### src/pkg/acr_pkg.sv
// Purpose: Constants for the converter serial readout block.
// Assumes: ref_clk at 20 MHz; link pins sampled through two flip-flops.
// Notes:   Result word and status bits are shifted most significant bit first.
package acr_pkg;
  localparam int unsigned RES_W        = 16;
  localparam int unsigned STAT_W       = 6;
  localparam int unsigned SHIFT_W      = RES_W + STAT_W;
  localparam int unsigned BUSY_EDGE    = 17;
  localparam int unsigned CLK_MHZ      = 20;
  localparam int unsigned CONV_NS      = 300;
  localparam int unsigned CONV_CYC     = (CONV_NS * CLK_MHZ + 999) / 1000;
  localparam int unsigned CMD_W        = 8;
  localparam int unsigned CFG_W        = 8;
  localparam int unsigned CFG_FAST_BIT = 1;
  localparam int unsigned CFG_STAT_BIT = 4;
  localparam logic [7:0]  CMD_WRITE    = 8'h14;
  localparam logic [7:0]  CFG_RESET    = 8'he1;
  typedef enum logic [2:0] {
    ACR_IDLE  = 3'b000,
    ACR_CONV  = 3'b001,
    ACR_READ  = 3'b010,
    ACR_WRITE = 3'b011
  } acr_state_t;
endpackage

### src/pkg/acr_edge_if.sv
`timescale 1ns/1ns
// Purpose: Carries synchronised link levels and their edge pulses.
// Assumes: Driven by the synchroniser, read by the main block.
// Notes:   All signals are on ref_clk.
interface acr_edge_if;
  logic trig;
  logic sin;
  logic sclk;
  logic trig_rise;
  logic sin_rise;
  logic sclk_rise;
  logic sclk_fall;
  modport src (output trig, sin, sclk, trig_rise, sin_rise, sclk_rise, sclk_fall);
  modport dst (input  trig, sin, sclk, trig_rise, sin_rise, sclk_rise, sclk_fall);
endinterface

### src/design/acr_sync.sv
`timescale 1ns/1ns
// Purpose: Two-stage synchronisers and edge detection for the link pins.
// Assumes: Pins are asynchronous to ref_clk.
// Notes:   Edge detectors read only the second stage and later.
module acr_sync (
  input  wire logic   ref_clk,
  input  wire logic   rst,
  input  wire logic   conversion_trigger,
  input  wire logic   serial_in_line,
  input  wire logic   serial_clk,
  acr_edge_if.src     edges
);
  logic [2:0] meta;
  logic [2:0] stable;
  logic [2:0] last;
  logic [2:0] pins;

  // Gather the pins into one vector.
  assign pins = {serial_clk, serial_in_line, conversion_trigger};

  // Two flip-flops per pin, then one more stage for edge finding.
  always_ff @(posedge ref_clk) begin
    if (rst) begin
      meta   <= 3'h0;
      stable <= 3'h0;
      last   <= 3'h0;
    end else begin
      meta   <= pins;
      stable <= meta;
      last   <= stable;
    end
  end

  // Levels and one-cycle edge pulses.
  assign edges.trig      = stable[0];
  assign edges.sin       = stable[1];
  assign edges.sclk      = stable[2];
  assign edges.trig_rise = stable[0] & ~last[0];
  assign edges.sin_rise  = stable[1] & ~last[1];
  assign edges.sclk_rise = stable[2] & ~last[2];
  assign edges.sclk_fall = ~stable[2] & last[2];
endmodule

### src/design/acr_conv.sv
`timescale 1ns/1ns
// Purpose: Conversion timer standing in for the converter core.
// Assumes: start is a one-cycle pulse.
// Notes:   The result is a free-running sample count taken at the end.
module acr_conv (
  input  wire logic                      ref_clk,
  input  wire logic                      rst,
  input  wire logic                      start,
  output logic                           busy,
  output logic                           done,
  output logic [acr_pkg::RES_W-1:0]      result
);
  logic [7:0]                  count;
  logic [acr_pkg::RES_W-1:0]   sample;

  // Count down the conversion time; the count holds when idle while the sample count runs on.
  always_ff @(posedge ref_clk) begin
    if (rst) begin
      count  <= 8'h00;
      busy   <= 1'b0;
      done   <= 1'b0;
      sample <= 16'h0000;
      result <= 16'h0000;
    end else begin
      sample <= sample + 16'h0001;
      done   <= 1'b0;
      if (start) begin
        busy  <= 1'b1;
        count <= 8'(acr_pkg::CONV_CYC - 1);
      end else if (busy && count == 8'h00) begin
        busy   <= 1'b0;
        done   <= 1'b1;
        result <= sample;
      end else if (busy) begin
        count <= count - 8'h01;
      end
    end
  end
endmodule

### src/design/acr_top.sv
`timescale 1ns/1ns
// Purpose: Serial readout of a converter in busy-indicator and daisy-chain modes.
// Assumes: Host obeys its own timing; serial clock quiet during conversion.
// Notes:   Output enable is low while the output line is driven.
module acr_top (
  input  wire logic ref_clk,
  input  wire logic rst,
  input  wire logic conversion_trigger,
  input  wire logic serial_in_line,
  input  wire logic serial_clk,
  output logic      serial_out_line,
  output logic      serial_out_oe_n,
  output logic      chain_mode,
  output logic      acquiring
);
  acr_edge_if edges ();
  acr_pkg::acr_state_t state;
  acr_pkg::acr_state_t next_state;

  logic                             conv_busy;
  logic                             conv_done;
  logic [acr_pkg::RES_W-1:0]        conv_result;
  logic [acr_pkg::SHIFT_W-1:0]      shreg;
  logic [4:0]                       fall_cnt;
  logic [acr_pkg::CMD_W+acr_pkg::CFG_W-1:0] wr_sreg;
  logic [4:0]                       wr_cnt;
  logic [acr_pkg::CFG_W-1:0]        cfg;
  logic                             mode_chain;
  logic                             start;
  logic                             status_en;
  logic                             fast_en;
  logic                             rd_drive;
  logic                             rd_end;
  logic                             low_force;
  logic                             next_oe_n;
  logic                             next_out;
  logic [4:0]                       read_len;
  logic [4:0]                       ins_idx;
  logic                             chain_in;
  logic [acr_pkg::SHIFT_W-1:0]      shifted;

  acr_sync u_sync (
    .ref_clk            (ref_clk),
    .rst                (rst),
    .conversion_trigger (conversion_trigger),
    .serial_in_line     (serial_in_line),
    .serial_clk         (serial_clk),
    .edges              (edges)
  );

  acr_conv u_conv (
    .ref_clk (ref_clk),
    .rst     (rst),
    .start   (start),
    .busy    (conv_busy),
    .done    (conv_done),
    .result  (conv_result)
  );

  assign start     = edges.trig_rise && (state != acr_pkg::ACR_CONV);
  assign status_en = cfg[acr_pkg::CFG_STAT_BIT];
  assign fast_en   = cfg[acr_pkg::CFG_FAST_BIT] & ~mode_chain;
  assign low_force = ~edges.sin & ~edges.trig;
  assign read_len  = status_en ? 5'(acr_pkg::SHIFT_W) : 5'(acr_pkg::RES_W);
  // Captured chain bits enter at the lowest bit of the word that is read out.
  assign ins_idx   = 5'(acr_pkg::SHIFT_W) - read_len;

  // next shift value with the chain input inserted.
  always_comb begin
    shifted = {shreg[acr_pkg::SHIFT_W-2:0], 1'b0};
    if (mode_chain) begin
      shifted[ins_idx] = chain_in;
    end
  end
  // release at 17th fall or input rise
  assign rd_end    = (!mode_chain && state == acr_pkg::ACR_READ) &&
                     (edges.sin_rise ||
                      (edges.sclk_fall && fall_cnt == 5'(acr_pkg::BUSY_EDGE - 1)));

  // Next state of the readout sequencer.
  always_comb begin
    next_state = state;
    unique case (state)
      acr_pkg::ACR_IDLE: begin
        if (start) begin
          next_state = acr_pkg::ACR_CONV;
        end else if (low_force && edges.sclk_rise) begin
          next_state = acr_pkg::ACR_WRITE;
        end
      end
      acr_pkg::ACR_CONV: begin
        if (conv_done) begin
          next_state = acr_pkg::ACR_READ;
        end
      end
      acr_pkg::ACR_READ: begin
        if (start) begin
          next_state = acr_pkg::ACR_CONV;
        end else if (rd_end || (mode_chain && !edges.trig)) begin
          next_state = acr_pkg::ACR_IDLE;
        end
      end
      acr_pkg::ACR_WRITE: begin
        if (edges.trig_rise) begin
          next_state = acr_pkg::ACR_CONV;
        end else if (edges.trig) begin
          next_state = acr_pkg::ACR_IDLE;
        end
      end
      default: next_state = acr_pkg::ACR_IDLE;
    endcase
  end

  always_ff @(posedge ref_clk) begin
    if (rst) begin
      state     <= acr_pkg::ACR_IDLE;
      acquiring <= 1'b1;
    end else begin
      state     <= start ? acr_pkg::ACR_CONV : next_state;
      acquiring <= ~conv_busy & ~start;
    end
  end

  always_ff @(posedge ref_clk) begin
    if (rst) begin
      mode_chain <= 1'b0;
      chain_mode <= 1'b0;
    end else begin
      if (start) begin
        mode_chain <= ~edges.sclk & ~edges.sin;
      end
      chain_mode <= start ? (~edges.sclk & ~edges.sin) : mode_chain;
    end
  end

  always_ff @(posedge ref_clk) begin
    if (rst) begin
      shreg    <= '0;
      fall_cnt <= 5'h00;
      chain_in <= 1'b0;
    end else if (conv_done) begin
      // six status bits follow the result
      shreg    <= {conv_result, 2'b00, cfg[3:0]};
      fall_cnt <= 5'h00;
    end else if (state == acr_pkg::ACR_READ) begin
      if (edges.sclk_rise && mode_chain) begin
        chain_in <= edges.sin;
      end
      // The first busy-mode fall only ends the busy low; the MSB follows it.
      if (edges.sclk_fall) begin
        fall_cnt <= fall_cnt + 5'h01;
        if (mode_chain || fall_cnt != 5'h00) begin
          shreg <= shifted;
        end
      end
    end
  end

  always_ff @(posedge ref_clk) begin
    if (rst) begin
      wr_sreg <= 16'h0000;
      wr_cnt  <= 5'h00;
      cfg     <= acr_pkg::CFG_RESET;
    end else if (state == acr_pkg::ACR_WRITE || (state == acr_pkg::ACR_IDLE && low_force)) begin
      if (edges.sclk_rise) begin
        wr_sreg <= {wr_sreg[14:0], edges.sin};
        wr_cnt  <= (wr_cnt == 5'h0f) ? 5'h00 : wr_cnt + 5'h01;
        if (wr_cnt == 5'h0f && wr_sreg[14:7] == acr_pkg::CMD_WRITE) begin
          cfg <= {wr_sreg[6:0], edges.sin};
        end
      end
    end else begin
      wr_cnt <= 5'h00;
    end
  end

  // driven low at end of busy conversion
  assign rd_drive = (state == acr_pkg::ACR_READ) && !rd_end &&
                    (mode_chain || (!fast_en && !edges.sin));

  // Output line drive selection.
  always_comb begin
    next_oe_n = 1'b1;
    next_out  = 1'b0;
    if (start || state == acr_pkg::ACR_CONV) begin
      next_oe_n = 1'b1;
    end else if (rd_drive) begin
      next_oe_n = 1'b0;
      // MSB first, busy low before first fall
      if (mode_chain) begin
        next_out = shreg[acr_pkg::SHIFT_W-1];
      end else begin
        next_out = (fall_cnt == 5'h00) ? 1'b0 : shreg[acr_pkg::SHIFT_W-1];
      end
    end else if (low_force) begin
      next_oe_n = 1'b0;
      next_out  = (state == acr_pkg::ACR_WRITE) ? wr_sreg[15] : 1'b0;
    end
  end

  // Registered output pins.
  always_ff @(posedge ref_clk) begin
    if (rst) begin
      serial_out_line <= 1'b0;
      serial_out_oe_n <= 1'b1;
    end else begin
      serial_out_line <= next_out;
      serial_out_oe_n <= next_oe_n;
    end
  end

  // a_start_release: output released after start.
  a_start_release: assert property (@(posedge ref_clk) disable iff (rst)
    start |=> serial_out_oe_n)
    else $error("Output not released after conversion start.");

  // a_both_low: low when both inputs low in idle.
  a_both_low: assert property (@(posedge ref_clk) disable iff (rst)
    (low_force && state == acr_pkg::ACR_IDLE && !start) |=> !serial_out_oe_n)
    else $error("Output not driven when both lines low.");

  // a_busy_flag: busy indicator drives low after done.
  a_busy_flag: assert property (@(posedge ref_clk) disable iff (rst)
    (conv_done && !mode_chain && !fast_en && !edges.sin) |=> ##1 (!serial_out_oe_n || start))
    else $error("Busy indicator not driven at conversion end.");

  // a_acq_idle: acquisition follows completion.
  a_acq_idle: assert property (@(posedge ref_clk) disable iff (rst)
    conv_done |=> acquiring)
    else $error("Acquisition not entered after conversion.");

  // a_release_end: released on 17th fall.
  a_release_end: assert property (@(posedge ref_clk) disable iff (rst)
    rd_end && !start |=> serial_out_oe_n)
    else $error("Output not released at end of busy readback.");

  // a_chain_mode: chain mode taken at start.
  a_chain_mode: assert property (@(posedge ref_clk) disable iff (rst)
    start && !edges.sclk && !edges.sin |=> mode_chain)
    else $error("Daisy-chain mode not selected.");

  // a_chain_msb: chain shows MSB at completion.
  a_chain_msb: assert property (@(posedge ref_clk) disable iff (rst)
    conv_done && mode_chain |=> ##1 (serial_out_line == $past(conv_result[15], 2) || start))
    else $error("Chain MSB not presented.");

  // a_chain_capture: input bit captured on rising edge.
  a_chain_capture: assert property (@(posedge ref_clk) disable iff (rst)
    (state == acr_pkg::ACR_READ && mode_chain && edges.sclk_rise && !edges.sclk_fall
     && !conv_done) |=> chain_in == $past(edges.sin))
    else $error("Chain input not captured.");

  // a_no_fast_chain: fast readback off in chain mode.
  a_no_fast_chain: assert property (@(posedge ref_clk) disable iff (rst)
    mode_chain |-> !fast_en)
    else $error("Fast readback active in chain mode.");
endmodule

### config.mk
export PLATFORM = sky130hd
export DESIGN_NAME = acr_top
export DESIGN_NICKNAME = d
export VERILOG_FILES = /design/src/pkg/acr_pkg.sv /design/src/pkg/acr_edge_if.sv /design/src/design/acr_sync.sv /design/src/design/acr_conv.sv /design/src/design/acr_top.sv
export SDC_FILE = /design/constraint.sdc
export NUM_CORES = 1
export LEC_CHECK = 0
export BUFFER_PORTS_ARGS = -buffer_cell sky130_fd_sc_hd__buf_2
export CORE_ASPECT_RATIO = 0.5
export CORE_MARGIN = 2
export CORE_UTILIZATION = 62
export DETAILED_ROUTE_END_ITERATION = 8
export PLACE_DENSITY = 0.78
export RECOVER_POWER = 50
export SYNTH_ARGS = -nofsm -noshare
export SYNTH_HDL_FRONTEND = slang
export SYNTH_SLANG_ARGS = --single-unit
### constraint.sdc
create_clock -name ref_clk -period 2.1 [get_ports ref_clk]
set_input_delay 0.21 -clock ref_clk [delete_from_list [all_inputs] [get_ports ref_clk]]
set_output_delay 0.21 -clock ref_clk [all_outputs]
set_load 0.02 [all_outputs]
==> impl_metrics.toml <==
[run_status]
status = "finished, final reports clean"

[placement]
pre_cts_ws_ps = 206
placed_area_mm2 = 0.00483
dp_hpwl_um = 5500
place_congestion = 0.777
portBuffers = 8

[critical_path]
slowest_delay_ps = 410
cp-start-kind = "flip-flop"
critPathRequiredTime_ps = 2270
startpoint = "fall_cnt[1]$_SDFFE_PP0P_"
crit_path_cell_trace = "inv_1 > ha_1 > or3b_4 > o31a_1 > buf_4 > nor3_1 > a2111oi_2"
path_buf_inv = 2
worstSetupEndpointType = "flip-flop"
cpLargestDelayFamily = "simple AND/OR/NAND/NOR gates"
slowest_stage = "or3b_4"
critPathKind = "reg -> reg"
worst-path-max-fanout = 20
arrival_ps = 2070
reg2reg_from = "fall_cnt[1]$_SDFFE_PP0P_"

[routing]
ant_nets = 0
dr.pass1.iters = 4
wirelength_um = 8460
vias = 3526
drc = 0
via_per_inst = 5.62
post_drt_wl_per_cell_um = 13.5
drt_iter0_markers = 211

[clock_network]
cts_buffers = 9
clock_latency_ps = 350
cts_tree = "yes"
cts_sinks = 111
cts.clk_slew.worst_paths_ps = 60
h-tree-depth = 3
cts.hold.buffers_added = 0
clk_path_buf_depth = 2
cts_root_buf = "clkbuf_16"

[timing]
maxSlewHeadroom = 0.142
finalWorstSetupSlack_ps = 200
fin_crit_ps = 1900
max_freq_mhz = 526
period_share = 0.905
finalHoldViolCount = 0
setup_viol = 0
timing.setup.tns_ps = 0
drv_slew = 0
tightest_slew_ps = 1290
skew_ps = 6.53
rsz0062_at_grt = "no"

[die]
die_h_um = 65.4
initial_core_util = 0.639
dieArea_mm2 = 0.00830
io_pins = 9
core_mm2 = 0.00732
die_w_um = 127
placementRows = 22

[final_layout]
register_area_mm2 = 0.00222
syn2layout_area_growth_pct = 8.96
final_area_mm2 = 0.00510
multi_input_area_mm2 = 0.00222
drive_gt1_frac = 0.0866
diodes = 0
fin_nets = 537
n_fill_cell = 585

[global_route]
grt_pass1_vias = 3272
overflow = 0
grt_pass1_wl_um = 14900
grt_max_degree = 29
grt_antenna_before_repair = 0
grt.total_usage = 0.225

[logic_synthesis]
synthFlopType = "dfxtp_1"
ys_warn_count = 0
synthCells = 526
yosys-top-cells-area = "dfxtp_1, nor3_1, nor2_1"
yosysTopAreaCell = "dfxtp_1"
synth_area_mm2 = 0.00468
async_flop_share = 0
synth_cell_types = 57
synth_edf_count = 0
synth_top_area_share = 0.475
synth-seq-cells = 111
ys_seq_area_frac = 0.475
syn_nets = 537
synth_area_per_cell_um2 = 8.89

[job]
maxCapViolCount = 0

[power_and_ir_drop]
ir_worst_vdd_v = 0.000488
p_leak_nw = 1.82
p_per_area_mw_per_mm2 = 789

[min_path]
hold_path_class = "in -> reg"
min_from = "serial_in_line"
[worst paths after layout]
check / to / slack [ps] / cells past startpoint
max: shreg[12]$_SDFFE_PP0P_ / 200 / 7
min: u_sync.meta[1]$_SDFF_PP0_ / 80 / 2
max reg2reg: shreg[12]$_SDFFE_PP0P_ / 200 / 7
min reg2reg: u_sync.stable[0]$_SDFF_PP0_ / 440 / 1
[power by group]
group / internal (mW) / total (mW) / switching, mW / leakage [nW]
Sequential: 2.15 / 2.19 / 0.0434 / 0.899
Clock: 0.867 / 1.59 / 0.725 / 0.136
Combinational: 0.0968 / 0.240 / 0.144 / 0.786
[timing repair]
| action | 4_1_cts | 5_1_grt |
|---|---|---|
| resized for setup | 0 | 1 |
| setup endpoints to repair | 0 | 1 |
| setup buffers | 0 | 0 |
[flip-flops by register name, indices dropped and copies added (netlist names), 2 cells and up]
signal / cells
cfg: 5
fall_cnt: 5
shreg: 22
state: 2
u_conv.count: 8
u_conv.result: 16
u_conv.sample: 16
u_sync.last: 3
u_sync.meta: 3
u_sync.stable: 3
wr_cnt: 5
wr_sreg: 16
[kinds of logic (layout without fill, tap and decap cells)]
group                    count (synthesis)  after routing  share of synthesized area
AND/OR/NAND/NOR                        225            225                      0.243
buffers and inverters                   60             65                     0.0530
XOR/XNOR                                21             21                     0.0393
AO/OA/AOI/OAI                           85             85                      0.135
adder cells (fa/ha/maj)                  6              6                     0.0161
multiplexers                            18             18                     0.0385
flip-flops                             111            111                      0.475
[cells in the final DEF, fill, tap and decap left out, drive strengths merged, types with 10 or more instances in the layout]
cell | Yosys | final
nor3 | 43 | 43
a21oi | 37 | 37
dfxtp | 111 | 111
buf | 11 | 15
nor2b | 19 | 19
nand3 | 15 | 15
nand2 | 50 | 50
nor4 | 11 | 11
mux2i | 18 | 18
clkbuf | 23 | 21
o21ai | 10 | 10
xnor2 | 14 | 14
nor2 | 53 | 53
inv | 26 | 26
a2111oi | 17 | 17
[cell usage after synthesis (2+ instances only)]
| cell | instances |
|---|---|
| a2111oi_0 | 3 |
| a2111oi_1 | 6 |
| a2111oi_2 | 8 |
| a211oi_1 | 2 |
| a21oi_1 | 37 |
| and3_1 | 3 |
| buf_2 | 6 |
| buf_4 | 4 |
| clkbuf_1 | 23 |
| dfxtp_1 | 111 |
| ha_1 | 6 |
| inv_1 | 26 |
| mux2i_1 | 18 |
| nand2_1 | 50 |
| nand2b_1 | 6 |
| nand3_1 | 15 |
| nand3b_1 | 3 |
| nand4_1 | 6 |
| nand4b_1 | 2 |
| nor2_1 | 53 |
| nor2b_1 | 19 |
| nor3_1 | 43 |
| nor3b_1 | 2 |
| nor4_1 | 10 |
| o21a_1 | 2 |
| o21ai_0 | 10 |
| or3_1 | 3 |
| xnor2_1 | 14 |
| xor2_1 | 7 |
[area by class of cell]
| type | instances | share of cell area |
|---|---|---|
| clock inverter | 3 | 0.00344 |
| multi-input combinational | 355 | 0.435 |
| sequential | 111 | 0.436 |
| timing repair buffer | 23 | 0.0314 |
| inverter | 26 | 0.0192 |
| clock buffer | 13 | 0.0511 |
| tap | 96 | 0.0236 |
[per-layer routing]
metal,share of wire,GRT usage,wire length (um),vias up
met3,0.036,0.0806,307,8
met2,0.44,0.349,3700,49
met5,0,0,0,-
met4,0.0083,0.0522,70,0
li1,-,-,-,1834
met1,0.52,0.303,4380,1635
[stage by stage]
stage | hold slack, ps | utilization | instances | total power [mW]
after detailed placement | 425 | 0.660 | 611 | 2.48
final | 79.1 | 0.696 | 627 | 4.02
after CTS | 73.9 | 0.698 | 627 | 4.05
after global placement | 422 | 0.660 | 611 | 2.47
after floorplan | 338 | - | 526 | 2.41
after global routing | 76.0 | 0.696 | 627 | 4.18
No activity file was read; power rests on OpenSTA's default activity.
